File: config.mk
export PLATFORM = sky130hd
export DESIGN_NAME = serial_bit_rate_and_card_format
export DESIGN_NICKNAME = d
export VERILOG_FILES = /design/src/verilog/base_clock_gen.v /design/src/verilog/bit_period_counter.v /design/src/verilog/serial_bit_rate_and_card_format.v
export VERILOG_INCLUDE_DIRS = /design/src /design/src/verilog
export SDC_FILE = /design/constraint.sdc
export NUM_CORES = 1
export LEC_CHECK = 0
export BUFFER_PORTS_ARGS = -buffer_cell sky130_fd_sc_hd__buf_4
export CORE_MARGIN = 2
export CORE_UTILIZATION = 30
export CTS_BUF_LIST = sky130_fd_sc_hd__clkbuf_8
export DETAILED_ROUTE_END_ITERATION = 7
export PLACE_DENSITY = 0.49
export SYNTH_ARGS = -nofsm -noshare
export SYNTH_HDL_FRONTEND = slang
export SYNTH_SLANG_ARGS = --single-unit
File: constraint.sdc
create_clock -name clk_i -period 3.6 [get_ports clk_i]
set_clock_uncertainty 0.1 [all_clocks]
set_input_delay 0.72 -clock clk_i [delete_from_list [all_inputs] [get_ports clk_i]]
set_output_delay 0.72 -clock clk_i [all_outputs]
set_load 0.01 [all_outputs]
File: src/verilog/sbr_defs.vh
`ifndef SBR_DEFS_VH
`define SBR_DEFS_VH

// Register offsets
`define OFS_CARD_MODE_FORMAT   3'h0
`define OFS_BIT_RATE_DIVISOR   3'h1
`define OFS_SERIAL_MODE        3'h2
`define OFS_TRANSMIT_HOLDING   3'h3
`define OFS_RECEIVE_HOLDING    3'h4
`define OFS_STATUS             3'h5

// Card mode and format register fields
`define CMF_CARD_MODE_SELECT   0
`define CMF_DATA_INVERT        2
`define CMF_BIT_ORDER_SELECT   3
`define CMF_RESERVED_ONES      8'hF2

// Serial mode register fields
`define SMR_PRESCALE_LO        0
`define SMR_PRESCALE_HI        1
`define SMR_BASE_CLK_LO        2
`define SMR_BASE_CLK_HI        3
`define SMR_CLOCKED_SYNC       4
`define SMR_SEVEN_BIT          5
`define SMR_PARITY_ENABLE      6
`define SMR_PARITY_ODD         7

// Status register fields
`define STAT_TX_BUSY           0
`define STAT_RX_FULL           1
`define STAT_PARITY_ERR        2

// Reset values
`define RST_BIT_RATE_DIVISOR   8'hFF
`define RST_SERIAL_MODE        8'h00
`define RST_HOLDING            8'h00

// Base ticks per bit after a 4^n prescale and a (divisor+1) count
`define TICKS_ASYNC            10'h020
`define TICKS_SYNC             10'h004
`define TICKS_CARD_32          10'h040
`define TICKS_CARD_64          10'h080
`define TICKS_CARD_372         10'h2E8
`define TICKS_CARD_256         10'h200

// Prescale terminal counts, 4^n - 1
`define PRE_TC_0               6'h00
`define PRE_TC_1               6'h03
`define PRE_TC_2               6'h0F
`define PRE_TC_3               6'h3F

`define DATA_MASK_7            8'h7F
`define DATA_MASK_8            8'hFF

`endif

File: src/verilog/base_clock_gen.v
`timescale 1ns/1ns
`default_nettype none
`include "sbr_defs.vh"

module base_clock_gen (
    // Clock and reset
    input  wire       clk_i,
    input  wire       rst_n_i,
    // Settings
    input  wire [1:0] prescale_i,
    input  wire [7:0] divisor_i,
    // Tick out
    output wire       base_tick_o
);

    reg  [5:0] pre_cnt_r;
    reg  [7:0] div_cnt_r;
    reg  [5:0] pre_tc;
    wire       pre_tick;

    always @* begin
        case (prescale_i)
            2'h0:    pre_tc = `PRE_TC_0;
            2'h1:    pre_tc = `PRE_TC_1;
            2'h2:    pre_tc = `PRE_TC_2;
            default: pre_tc = `PRE_TC_3;
        endcase
    end

    assign pre_tick    = (pre_cnt_r >= pre_tc);
    assign base_tick_o = pre_tick && (div_cnt_r == 8'h00);

    // Down-counter reloads from the divisor, one tick per reload
    always @(posedge clk_i) begin
        if (!rst_n_i) begin
            pre_cnt_r <= 6'h00;
            div_cnt_r <= `RST_BIT_RATE_DIVISOR;
        end else begin
            if (pre_tick) begin
                pre_cnt_r <= 6'h00;
                if (div_cnt_r == 8'h00) begin
                    div_cnt_r <= divisor_i;
                end else begin
                    div_cnt_r <= div_cnt_r - 8'h01;
                end
            end else begin
                pre_cnt_r <= pre_cnt_r + 6'h01;
            end
        end
    end

endmodule // base_clock_gen

`default_nettype wire

File: src/verilog/bit_period_counter.v
`timescale 1ns/1ns
`default_nettype none

module bit_period_counter (
    // Clock and reset
    input  wire       clk_i,
    input  wire       rst_n_i,
    // Control
    input  wire       base_tick_i,
    input  wire       clear_i,
    input  wire [9:0] limit_i,
    // Bit timing pulses
    output wire       end_o,
    output wire       mid_o
);

    reg  [9:0] cnt_r;
    wire [9:0] last;
    wire [9:0] half;

    assign last  = limit_i - 10'h001;
    assign half  = {1'b0, limit_i[9:1]} - 10'h001;
    assign end_o = base_tick_i && !clear_i && (cnt_r == last);
    assign mid_o = base_tick_i && !clear_i && (cnt_r == half);

    always @(posedge clk_i) begin
        if (!rst_n_i || clear_i) begin
            cnt_r <= 10'h000;
        end else if (base_tick_i) begin
            if (cnt_r >= last) begin
                cnt_r <= 10'h000;
            end else begin
                cnt_r <= cnt_r + 10'h001;
            end
        end
    end

endmodule // bit_period_counter

`default_nettype wire

File: src/verilog/serial_bit_rate_and_card_format.v
// Summary of operation
// - Card-mode select bit 0 high selects smart-card operation, else async/sync.
// - Bit-order bit 3: zero shifts LSB first, one shifts MSB first.
// - Bit order applies to 8-bit frames only; 7-bit frames always LSB first.
// - Data-invert bit 2 inverts transmit data and stores receive data inverted.
// - Inversion never touches parity; parity sense comes from odd/even select.
// - Reserved card-mode bits 7..4 and 1 read one; functional bits reset zero.
// - Divisor register is 8 bits, resets to all ones, always read/writable.
// - Each channel owns an independent bit-rate generator.
// - Async bit rate is clock / (64 * 2^(2n-1) * (divisor+1)).
// - Synchronous bit rate is clock / (8 * 2^(2n-1) * (divisor+1)).
// - Smart-card bit rate is clock / (S * 2^(2n+1) * (divisor+1)).
// - Prescale exponent n equals the two-bit clock-select field, 0 to 3.
// - Base-clocks-per-bit codes select 32, 64, 372 and 256.
//
// Implementation choices: the address map and strobed register access.
`timescale 1ns/1ns
`default_nettype none
`include "sbr_defs.vh"

module serial_bit_rate_and_card_format (
    // Clock and reset
    input  wire       clk_i,
    input  wire       rst_n_i,
    // Register port
    input  wire [2:0] addr_i,
    input  wire [7:0] wdata_i,
    input  wire       wr_i,
    input  wire       rd_i,
    output reg  [7:0] rdata_o,
    // Serial line
    input  wire       rxd_i,
    output reg        txd_o,
    output reg        sck_o,
    // Mode indication
    output wire       card_mode_o
);

    localparam TX_IDLE  = 3'h0;
    localparam TX_START = 3'h1;
    localparam TX_DATA  = 3'h2;
    localparam TX_PAR   = 3'h3;
    localparam TX_STOP  = 3'h4;

    localparam RX_IDLE  = 3'h0;
    localparam RX_START = 3'h1;
    localparam RX_DATA  = 3'h2;
    localparam RX_PAR   = 3'h3;
    localparam RX_STOP  = 3'h4;

    // Software-visible state
    reg        card_mode_select_r;
    reg        data_invert_r;
    reg        bit_order_select_r;
    reg  [7:0] bit_rate_divisor_r;
    reg  [7:0] serial_mode_r;
    reg  [7:0] tx_hold_r;
    reg        tx_pend_r;
    reg  [7:0] rx_hold_r;
    reg        rx_full_r;
    reg        par_err_r;

    // Transmit path
    reg  [2:0] tx_state_r;
    reg  [7:0] tx_sh_r;
    reg        tx_par_r;
    reg  [2:0] tx_idx_r;

    // Receive path
    reg        rx_s1_r;
    reg        rx_s2_r;
    reg        rx_s3_r;
    reg  [2:0] rx_state_r;
    reg  [7:0] rx_sh_r;
    reg        rx_par_r;
    reg  [2:0] rx_idx_r;

    reg  [9:0] ticks_per_bit;
    reg  [7:0] rd_mux;
    wire       sync_mode;
    wire       seven_bit;
    wire       par_en;
    wire       par_odd;
    wire [7:0] data_mask;
    wire [2:0] last_idx;
    wire       msb_first;
    wire       base_tick;
    wire       tx_go;
    wire       tx_clr;
    wire       tx_end;
    wire       tx_mid;
    wire       rx_clr;
    wire       rx_mid_raw;
    wire       rx_mid;
    wire       rx_fall;
    wire       rx_done;
    wire [7:0] tx_inv;
    wire [7:0] tx_rev;
    wire [7:0] tx_fmt;
    wire       tx_par_bit;
    wire [7:0] rx_raw;
    wire [7:0] rx_rev;
    wire [7:0] rx_fmt;
    wire       rd_rx_hold;

    assign sync_mode   = serial_mode_r[`SMR_CLOCKED_SYNC] && !card_mode_select_r;
    assign seven_bit   = serial_mode_r[`SMR_SEVEN_BIT];
    assign par_en      = serial_mode_r[`SMR_PARITY_ENABLE] && !sync_mode;
    assign par_odd     = serial_mode_r[`SMR_PARITY_ODD];
    assign data_mask   = seven_bit ? `DATA_MASK_7 : `DATA_MASK_8;
    assign last_idx    = seven_bit ? 3'h6 : 3'h7;
    assign msb_first   = bit_order_select_r && !seven_bit;
    assign card_mode_o = card_mode_select_r;

    // Bit period per mode after the 4^n and (divisor+1) stages
    always @* begin
        if (card_mode_select_r) begin
            case (serial_mode_r[`SMR_BASE_CLK_HI:`SMR_BASE_CLK_LO])
                2'h0:    ticks_per_bit = `TICKS_CARD_32;
                2'h1:    ticks_per_bit = `TICKS_CARD_64;
                2'h2:    ticks_per_bit = `TICKS_CARD_372;
                default: ticks_per_bit = `TICKS_CARD_256;
            endcase
        end else if (sync_mode) begin
            ticks_per_bit = `TICKS_SYNC;
        end else begin
            ticks_per_bit = `TICKS_ASYNC;
        end
    end

    // This channel's own generator n from the clock select
    base_clock_gen u_base_clock_gen (
        .clk_i       (clk_i),
        .rst_n_i     (rst_n_i),
        .prescale_i  (serial_mode_r[`SMR_PRESCALE_HI:`SMR_PRESCALE_LO]),
        .divisor_i   (bit_rate_divisor_r),
        .base_tick_o (base_tick)
    );

    bit_period_counter u_tx_period (
        .clk_i       (clk_i),
        .rst_n_i     (rst_n_i),
        .base_tick_i (base_tick),
        .clear_i     (tx_clr),
        .limit_i     (ticks_per_bit),
        .end_o       (tx_end),
        .mid_o       (tx_mid)
    );

    bit_period_counter u_rx_period (
        .clk_i       (clk_i),
        .rst_n_i     (rst_n_i),
        .base_tick_i (base_tick),
        .clear_i     (rx_clr),
        .limit_i     (ticks_per_bit),
        .end_o       (),
        .mid_o       (rx_mid_raw)
    );

    // Bit reversal for MSB-first transfers
    genvar i;
    generate
        for (i = 0; i < 8; i = i + 1) begin : g_rev
            assign tx_rev[i] = tx_inv[7-i];
            assign rx_rev[i] = rx_raw[7-i];
        end
    endgenerate

    assign tx_inv     = data_invert_r ? (tx_hold_r ^ data_mask) : (tx_hold_r & data_mask);
    assign tx_fmt     = msb_first ? tx_rev : tx_inv;
    // Parity on the uninverted data, sense only from odd select
    assign tx_par_bit = (^(tx_hold_r & data_mask)) ^ par_odd;

    assign rx_raw = seven_bit ? {1'b0, rx_sh_r[7:1]} : rx_sh_r;
    assign rx_fmt = data_invert_r ? ((msb_first ? rx_rev : rx_raw) ^ data_mask)
                                  : (msb_first ? rx_rev : rx_raw);

    assign tx_go   = (tx_state_r == TX_IDLE) && tx_pend_r;
    assign tx_clr  = tx_go;
    assign rx_fall = rx_s3_r && !rx_s2_r;
    assign rx_clr  = (rx_state_r == RX_IDLE) && rx_fall && !sync_mode;
    // Sync mode receives in step with the transmit clock
    assign rx_mid  = sync_mode ? tx_mid : rx_mid_raw;
    assign rx_done = rx_mid && (((rx_state_r == RX_STOP)) ||
                     (sync_mode && rx_state_r == RX_DATA && rx_idx_r == last_idx));
    assign rd_rx_hold = rd_i && (addr_i == `OFS_RECEIVE_HOLDING);

    // Register writes
    always @(posedge clk_i) begin
        if (!rst_n_i) begin
            card_mode_select_r <= 1'b0;
            data_invert_r      <= 1'b0;
            bit_order_select_r <= 1'b0;
            bit_rate_divisor_r <= `RST_BIT_RATE_DIVISOR;
            serial_mode_r      <= `RST_SERIAL_MODE;
            tx_hold_r          <= `RST_HOLDING;
        end else if (wr_i) begin
            case (addr_i)
                `OFS_CARD_MODE_FORMAT: begin
                    card_mode_select_r <= wdata_i[`CMF_CARD_MODE_SELECT];
                    data_invert_r      <= wdata_i[`CMF_DATA_INVERT];
                    bit_order_select_r <= wdata_i[`CMF_BIT_ORDER_SELECT];
                end
                `OFS_BIT_RATE_DIVISOR: bit_rate_divisor_r <= wdata_i;
                `OFS_SERIAL_MODE:      serial_mode_r      <= wdata_i;
                `OFS_TRANSMIT_HOLDING: tx_hold_r          <= wdata_i;
                default: ;
            endcase
        end
    end

    // Transmit request and receive flags; a hardware set beats a clear
    always @(posedge clk_i) begin
        if (!rst_n_i) begin
            tx_pend_r <= 1'b0;
            rx_full_r <= 1'b0;
            par_err_r <= 1'b0;
            rx_hold_r <= `RST_HOLDING;
        end else begin
            if (wr_i && addr_i == `OFS_TRANSMIT_HOLDING) begin
                tx_pend_r <= 1'b1;
            end else if (tx_go) begin
                tx_pend_r <= 1'b0;
            end
            if (rx_done) begin
                rx_hold_r <= rx_fmt;
                rx_full_r <= 1'b1;
                par_err_r <= par_en && (((^rx_raw) ^ par_odd) != rx_par_r);
            end else if (rd_rx_hold) begin
                rx_full_r <= 1'b0;
                par_err_r <= 1'b0;
            end
        end
    end

    // Transmitter
    always @(posedge clk_i) begin
        if (!rst_n_i) begin
            tx_state_r <= TX_IDLE;
            tx_sh_r    <= 8'h00;
            tx_par_r   <= 1'b0;
            tx_idx_r   <= 3'h0;
            txd_o      <= 1'b1;
            sck_o      <= 1'b1;
        end else begin
            case (tx_state_r)
                TX_IDLE: begin
                    sck_o <= 1'b1;
                    if (tx_go) begin
                        tx_sh_r    <= tx_fmt;
                        tx_par_r   <= tx_par_bit;
                        tx_idx_r   <= 3'h0;
                        tx_state_r <= sync_mode ? TX_DATA : TX_START;
                        txd_o      <= sync_mode ? tx_fmt[0] : 1'b0;
                        sck_o      <= !sync_mode;
                    end
                end
                TX_START: begin
                    if (tx_end) begin
                        tx_state_r <= TX_DATA;
                        txd_o      <= tx_sh_r[0];
                    end
                end
                TX_DATA: begin
                    if (sync_mode && tx_mid) begin
                        sck_o <= 1'b1;
                    end
                    if (tx_end) begin
                        if (tx_idx_r == last_idx) begin
                            tx_state_r <= par_en ? TX_PAR : (sync_mode ? TX_IDLE : TX_STOP);
                            txd_o      <= par_en ? tx_par_r : 1'b1;
                        end else begin
                            tx_sh_r  <= {1'b0, tx_sh_r[7:1]};
                            tx_idx_r <= tx_idx_r + 3'h1;
                            txd_o    <= tx_sh_r[1];
                            sck_o    <= !sync_mode;
                        end
                    end
                end
                TX_PAR: begin
                    if (tx_end) begin
                        tx_state_r <= TX_STOP;
                        txd_o      <= 1'b1;
                    end
                end
                TX_STOP: begin
                    if (tx_end) begin
                        tx_state_r <= TX_IDLE;
                    end
                end
                default: begin
                    tx_state_r <= TX_IDLE;
                    txd_o      <= 1'b1;
                end
            endcase
        end
    end

    // Receiver; the pin passes two flops before any logic
    always @(posedge clk_i) begin
        if (!rst_n_i) begin
            rx_s1_r    <= 1'b1;
            rx_s2_r    <= 1'b1;
            rx_s3_r    <= 1'b1;
            rx_state_r <= RX_IDLE;
            rx_sh_r    <= 8'h00;
            rx_par_r   <= 1'b0;
            rx_idx_r   <= 3'h0;
        end else begin
            rx_s1_r <= rxd_i;
            rx_s2_r <= rx_s1_r;
            rx_s3_r <= rx_s2_r;
            case (rx_state_r)
                RX_IDLE: begin
                    rx_idx_r <= 3'h0;
                    if (sync_mode && tx_go) begin
                        rx_state_r <= RX_DATA;
                    end else if (rx_clr) begin
                        rx_state_r <= RX_START;
                    end
                end
                RX_START: begin
                    if (rx_mid) begin
                        // A glitch shorter than half a bit is dropped
                        rx_state_r <= rx_s2_r ? RX_IDLE : RX_DATA;
                    end
                end
                RX_DATA: begin
                    if (rx_mid) begin
                        rx_sh_r  <= {rx_s2_r, rx_sh_r[7:1]};
                        rx_idx_r <= rx_idx_r + 3'h1;
                        if (rx_idx_r == last_idx) begin
                            rx_state_r <= sync_mode ? RX_IDLE : (par_en ? RX_PAR : RX_STOP);
                        end
                    end
                end
                RX_PAR: begin
                    if (rx_mid) begin
                        rx_par_r   <= rx_s2_r;
                        rx_state_r <= RX_STOP;
                    end
                end
                RX_STOP: begin
                    if (rx_mid) begin
                        rx_state_r <= RX_IDLE;
                    end
                end
                default: rx_state_r <= RX_IDLE;
            endcase
        end
    end

    // Register reads, data in the following cycle
    always @* begin
        case (addr_i)
            `OFS_CARD_MODE_FORMAT: begin
                rd_mux = `CMF_RESERVED_ONES;
                rd_mux[`CMF_CARD_MODE_SELECT] = card_mode_select_r;
                rd_mux[`CMF_DATA_INVERT]      = data_invert_r;
                rd_mux[`CMF_BIT_ORDER_SELECT] = bit_order_select_r;
            end
            `OFS_BIT_RATE_DIVISOR: rd_mux = bit_rate_divisor_r;
            `OFS_SERIAL_MODE:      rd_mux = serial_mode_r;
            `OFS_TRANSMIT_HOLDING: rd_mux = tx_hold_r;
            `OFS_RECEIVE_HOLDING:  rd_mux = rx_hold_r;
            `OFS_STATUS: begin
                rd_mux = 8'h00;
                rd_mux[`STAT_TX_BUSY]    = tx_pend_r || (tx_state_r != TX_IDLE);
                rd_mux[`STAT_RX_FULL]    = rx_full_r;
                rd_mux[`STAT_PARITY_ERR] = par_err_r;
            end
            default: rd_mux = 8'h00;
        endcase
    end

    always @(posedge clk_i) begin
        if (!rst_n_i) begin
            rdata_o <= 8'h00;
        end else begin
            rdata_o <= rd_i ? rd_mux : 8'h00;
        end
    end

endmodule // serial_bit_rate_and_card_format

`default_nettype wire

==> flow_metrics.env <==
export IMPL_status="finished, final reports clean"
export IMPL_finalHoldViolCount=0
export IMPL_fin_cells=1114
export IMPL_drv_slew=0
export IMPL_clockBufferDepth=2
export IMPL_setup_viol=0
export IMPL_grt_max_degree=55
export IMPL_coreArea_um2=22400
export IMPL_drc=0
export IMPL_synthAdderAreaFrac=0.0589
export IMPL_use_met3=0.0319
export IMPL_antenna_left=0
export IMPL_crit_path_max_fanout=8
export IMPL_synth_area_leader_cell="dfxtp_1"
export IMPL_period_minus_slack_ns=3.20
export IMPL_muxShareOfSynthArea=0.0887
export IMPL_cts_resized_gates=0
export IMPL_cts_clk_slew_worst_paths_ns=0.07
export IMPL_synth_avg_cell_area_um2=8.48
export IMPL_path_class="register to register"
export IMPL_overflow=0
export IMPL_port_buffers=26
export IMPL_max_cap_violations=0
export IMPL_cp_required_ns=3.87
export IMPL_synth_edf_count=0
export IMPL_vias=5565
export IMPL_synth_xor_area_share=0.0863
export IMPL_p_per_area_nw_per_um2=355
export IMPL_area_growth_pct=11.7
export IMPL_slowest_stage="or4_1"
export IMPL_cp_cell_sequence="inv_1, ha_1, nand3_1, nor3_1, xor2_1, or4_1, o22ai_1, and3_1, mux2i_1"
export IMPL_met2_usage=0.238
export IMPL_p_total_mw=2.70
export IMPL_fp_dieArea_um2=23900
export IMPL_yosysSeqAreaShare=0.339
export IMPL_synth_fp_nets=850
export IMPL_clock_latency_ns=0.45
export IMPL_numCtsBuffers=17
export IMPL_top_usage_layer="met2"
export IMPL_post_dp_hpwl_um=12800
export IMPL_wl_per_cell_um=15.9
export IMPL_yosys_area_top_type_share=0.339
export IMPL_pre_cts_ws_ns=0.393
export IMPL_rows=55
export IMPL_synth_cell_types=67
export IMPL_fmaxAchievable_mhz=312
export IMPL_cts_sinks=115
export IMPL_final_nets=864
export IMPL_die_width_um=155
export IMPL_synthCells=802
export IMPL_placed_area_um2=7230
export IMPL_synth_async_reset_ratio=0
export IMPL_max_vdd_ir_drop_mv=0.229
export IMPL_tightest_slew_ns=0.806
export IMPL_drive_above_1_share=0.110
export IMPL_layout_commonest_cell="dfxtp_1"
export IMPL_initial_utilization=0.303
export IMPL_tns_ns=0
export IMPL_ys_seq_elements=115
export IMPL_antenna_found_initial=0
export IMPL_path_delay_family="simple AND/OR/NAND/NOR gates"
export IMPL_cts_htree_levels=4
export IMPL_synth_compound_area_frac=0.144
export IMPL_cts_tree="yes"
export IMPL_relSlewSlack=0.462
export IMPL_synth_simple_gate_area_frac=0.236
export IMPL_diodes=0
export IMPL_cts_hold_buf=0
export IMPL_cts_root_buf="clkbuf_8"
export IMPL_ys_warn_count=0
export IMPL_rsz0062_at_grt="no"
export IMPL_syn_area_um2=6800
export IMPL_yosys_top_cells_area="dfxtp_1 (34%), mux2i_1 (7.2%), ha_1 (5.9%)"
export IMPL_yosys_most_used_dff="dfxtp_1"
export IMPL_critPathBufInv=1
export IMPL_fin_crit_sh=0.889
export IMPL_gr_usage_met1=0.219
export IMPL_die_h_um=155
export IMPL_worst_slack_ns=0.398
export IMPL_final_area_um2=7600
export IMPL_dr_pass1_iters=5
export IMPL_gp_congestion=0.817
export IMPL_min_path_cells=1
export IMPL_slowest_delay_ns=0.56
export IMPL_grt_pass1_wl_um=29100
export IMPL_startpoint_type="register"
export IMPL_io_pins=27
export IMPL_hold_path_class="register to register"
export IMPL_drt_iter0_markers=351
export IMPL_synth_top_family_by_area="simple AND/OR/NAND/NOR gates"
export IMPL_wl_um=17700
export IMPL_crit_path_end_kind="register"
export IMPL_layout_common_cells="dfxtp_1 (115), nand2_1 (105), nor2_1 (75), mux2i_1 (49), buf_4 (39)"
export IMPL_leakagePower_nw=3.05
export IMPL_post_cts_setup_buffers=0
export IMPL_post_drt_via_cell_ratio=5.00
export IMPL_grtUsageTotal=0.154
export IMPL_critical_path_depth=9
export IMPL_grt_pass1_vias=5278
export IMPL_rr_worst_depth=9
export IMPL_dp_cells=1082
export IMPL_critical_path_arrival_ns=3.47
[cell type report]
cell class / count / area [um^2]
clock inverters: 15 / 136
clock buffers: 17 / 234
flip-flops and latches: 115 / 2300
fillers: 2398 / 14800
multi-input cells: 622 / 4180
inverters: 20 / 75.1
repair buffers: 40 / 313
well taps: 285 / 357
[power breakdown]
group / switching [mW] / internal (mW)
sequential: 0.0299 / 1.29
clock: 0.607 / 0.548
combinational: 0.130 / 0.0911
[path summary, 6_finish.rpt]
path,slack (ns),startpoint,end
min,0.34,rx_s1_r,rx_s2_r
max,0.40,serial_mode_r[2],rx_sh_r[7]
min reg2reg,0.34,rx_s1_r,rx_s2_r
max reg2reg,0.40,serial_mode_r[2],rx_sh_r[7]
[layer usage]
metal / share of wire / up-vias
met5: 0 / -
met4: 0.0079 / 0
met3: 0.039 / 8
met2: 0.45 / 78
met1: 0.50 / 2620
li1: - / 2859
[registers in the layout, summed over array words and instances (netlist names), 3 cells and up]
name and count:
rx_hold_r 8, rx_state_r 3, bit_rate_divisor_r 8, u_rx_period.cnt_r 10, serial_mode_r 8, rdata_o 8, u_base_clock_gen.pre_cnt_r 6, rx_sh_r 8
rx_idx_r 3, tx_sh_r 8, tx_state_r 3, u_base_clock_gen.div_cnt_r 8, tx_hold_r 8, tx_idx_r 3, u_tx_period.cnt_r 10
[cells in the mapped netlist, drive strengths merged (5+ instances only)]
cell	instances
a211oi	5
a21boi	11
a21o	7
a21oi	28
a31oi	6
and2	7
and3	15
and4	5
buf	15
clkbuf	30
dfxtp	115
ha	32
inv	20
mux2i	49
nand2	106
nand2b	11
nand3	32
nand4	12
nor2	75
nor2b	20
nor3	11
nor3b	5
nor4	5
o211a	13
o211ai	12
o21ai	29
o22ai	7
xnor2	34
xor2	33
[metrics by stage]
step | util | hold WS [ns]
after global placement | 0.322 | 0.327
after detailed placement | 0.322 | 0.325
final | 0.339 | 0.344
after global routing | 0.339 | 0.357
after floorplan | - | 0.286
after CTS | 0.339 | 0.340
[cell families (layout without fill, tap and decap cells)]
| kind of cell | Yosys count | after routing |
|---|---|---|
| flops | 115 | 115 |
| simple gates | 326 | 326 |
| mux | 56 | 56 |
| buf+inv | 65 | 92 |
| compound gates | 141 | 141 |
| fa+ha+maj | 32 | 32 |
| xor+xnor | 67 | 67 |
No activity file was read; power rests on OpenSTA's default activity.
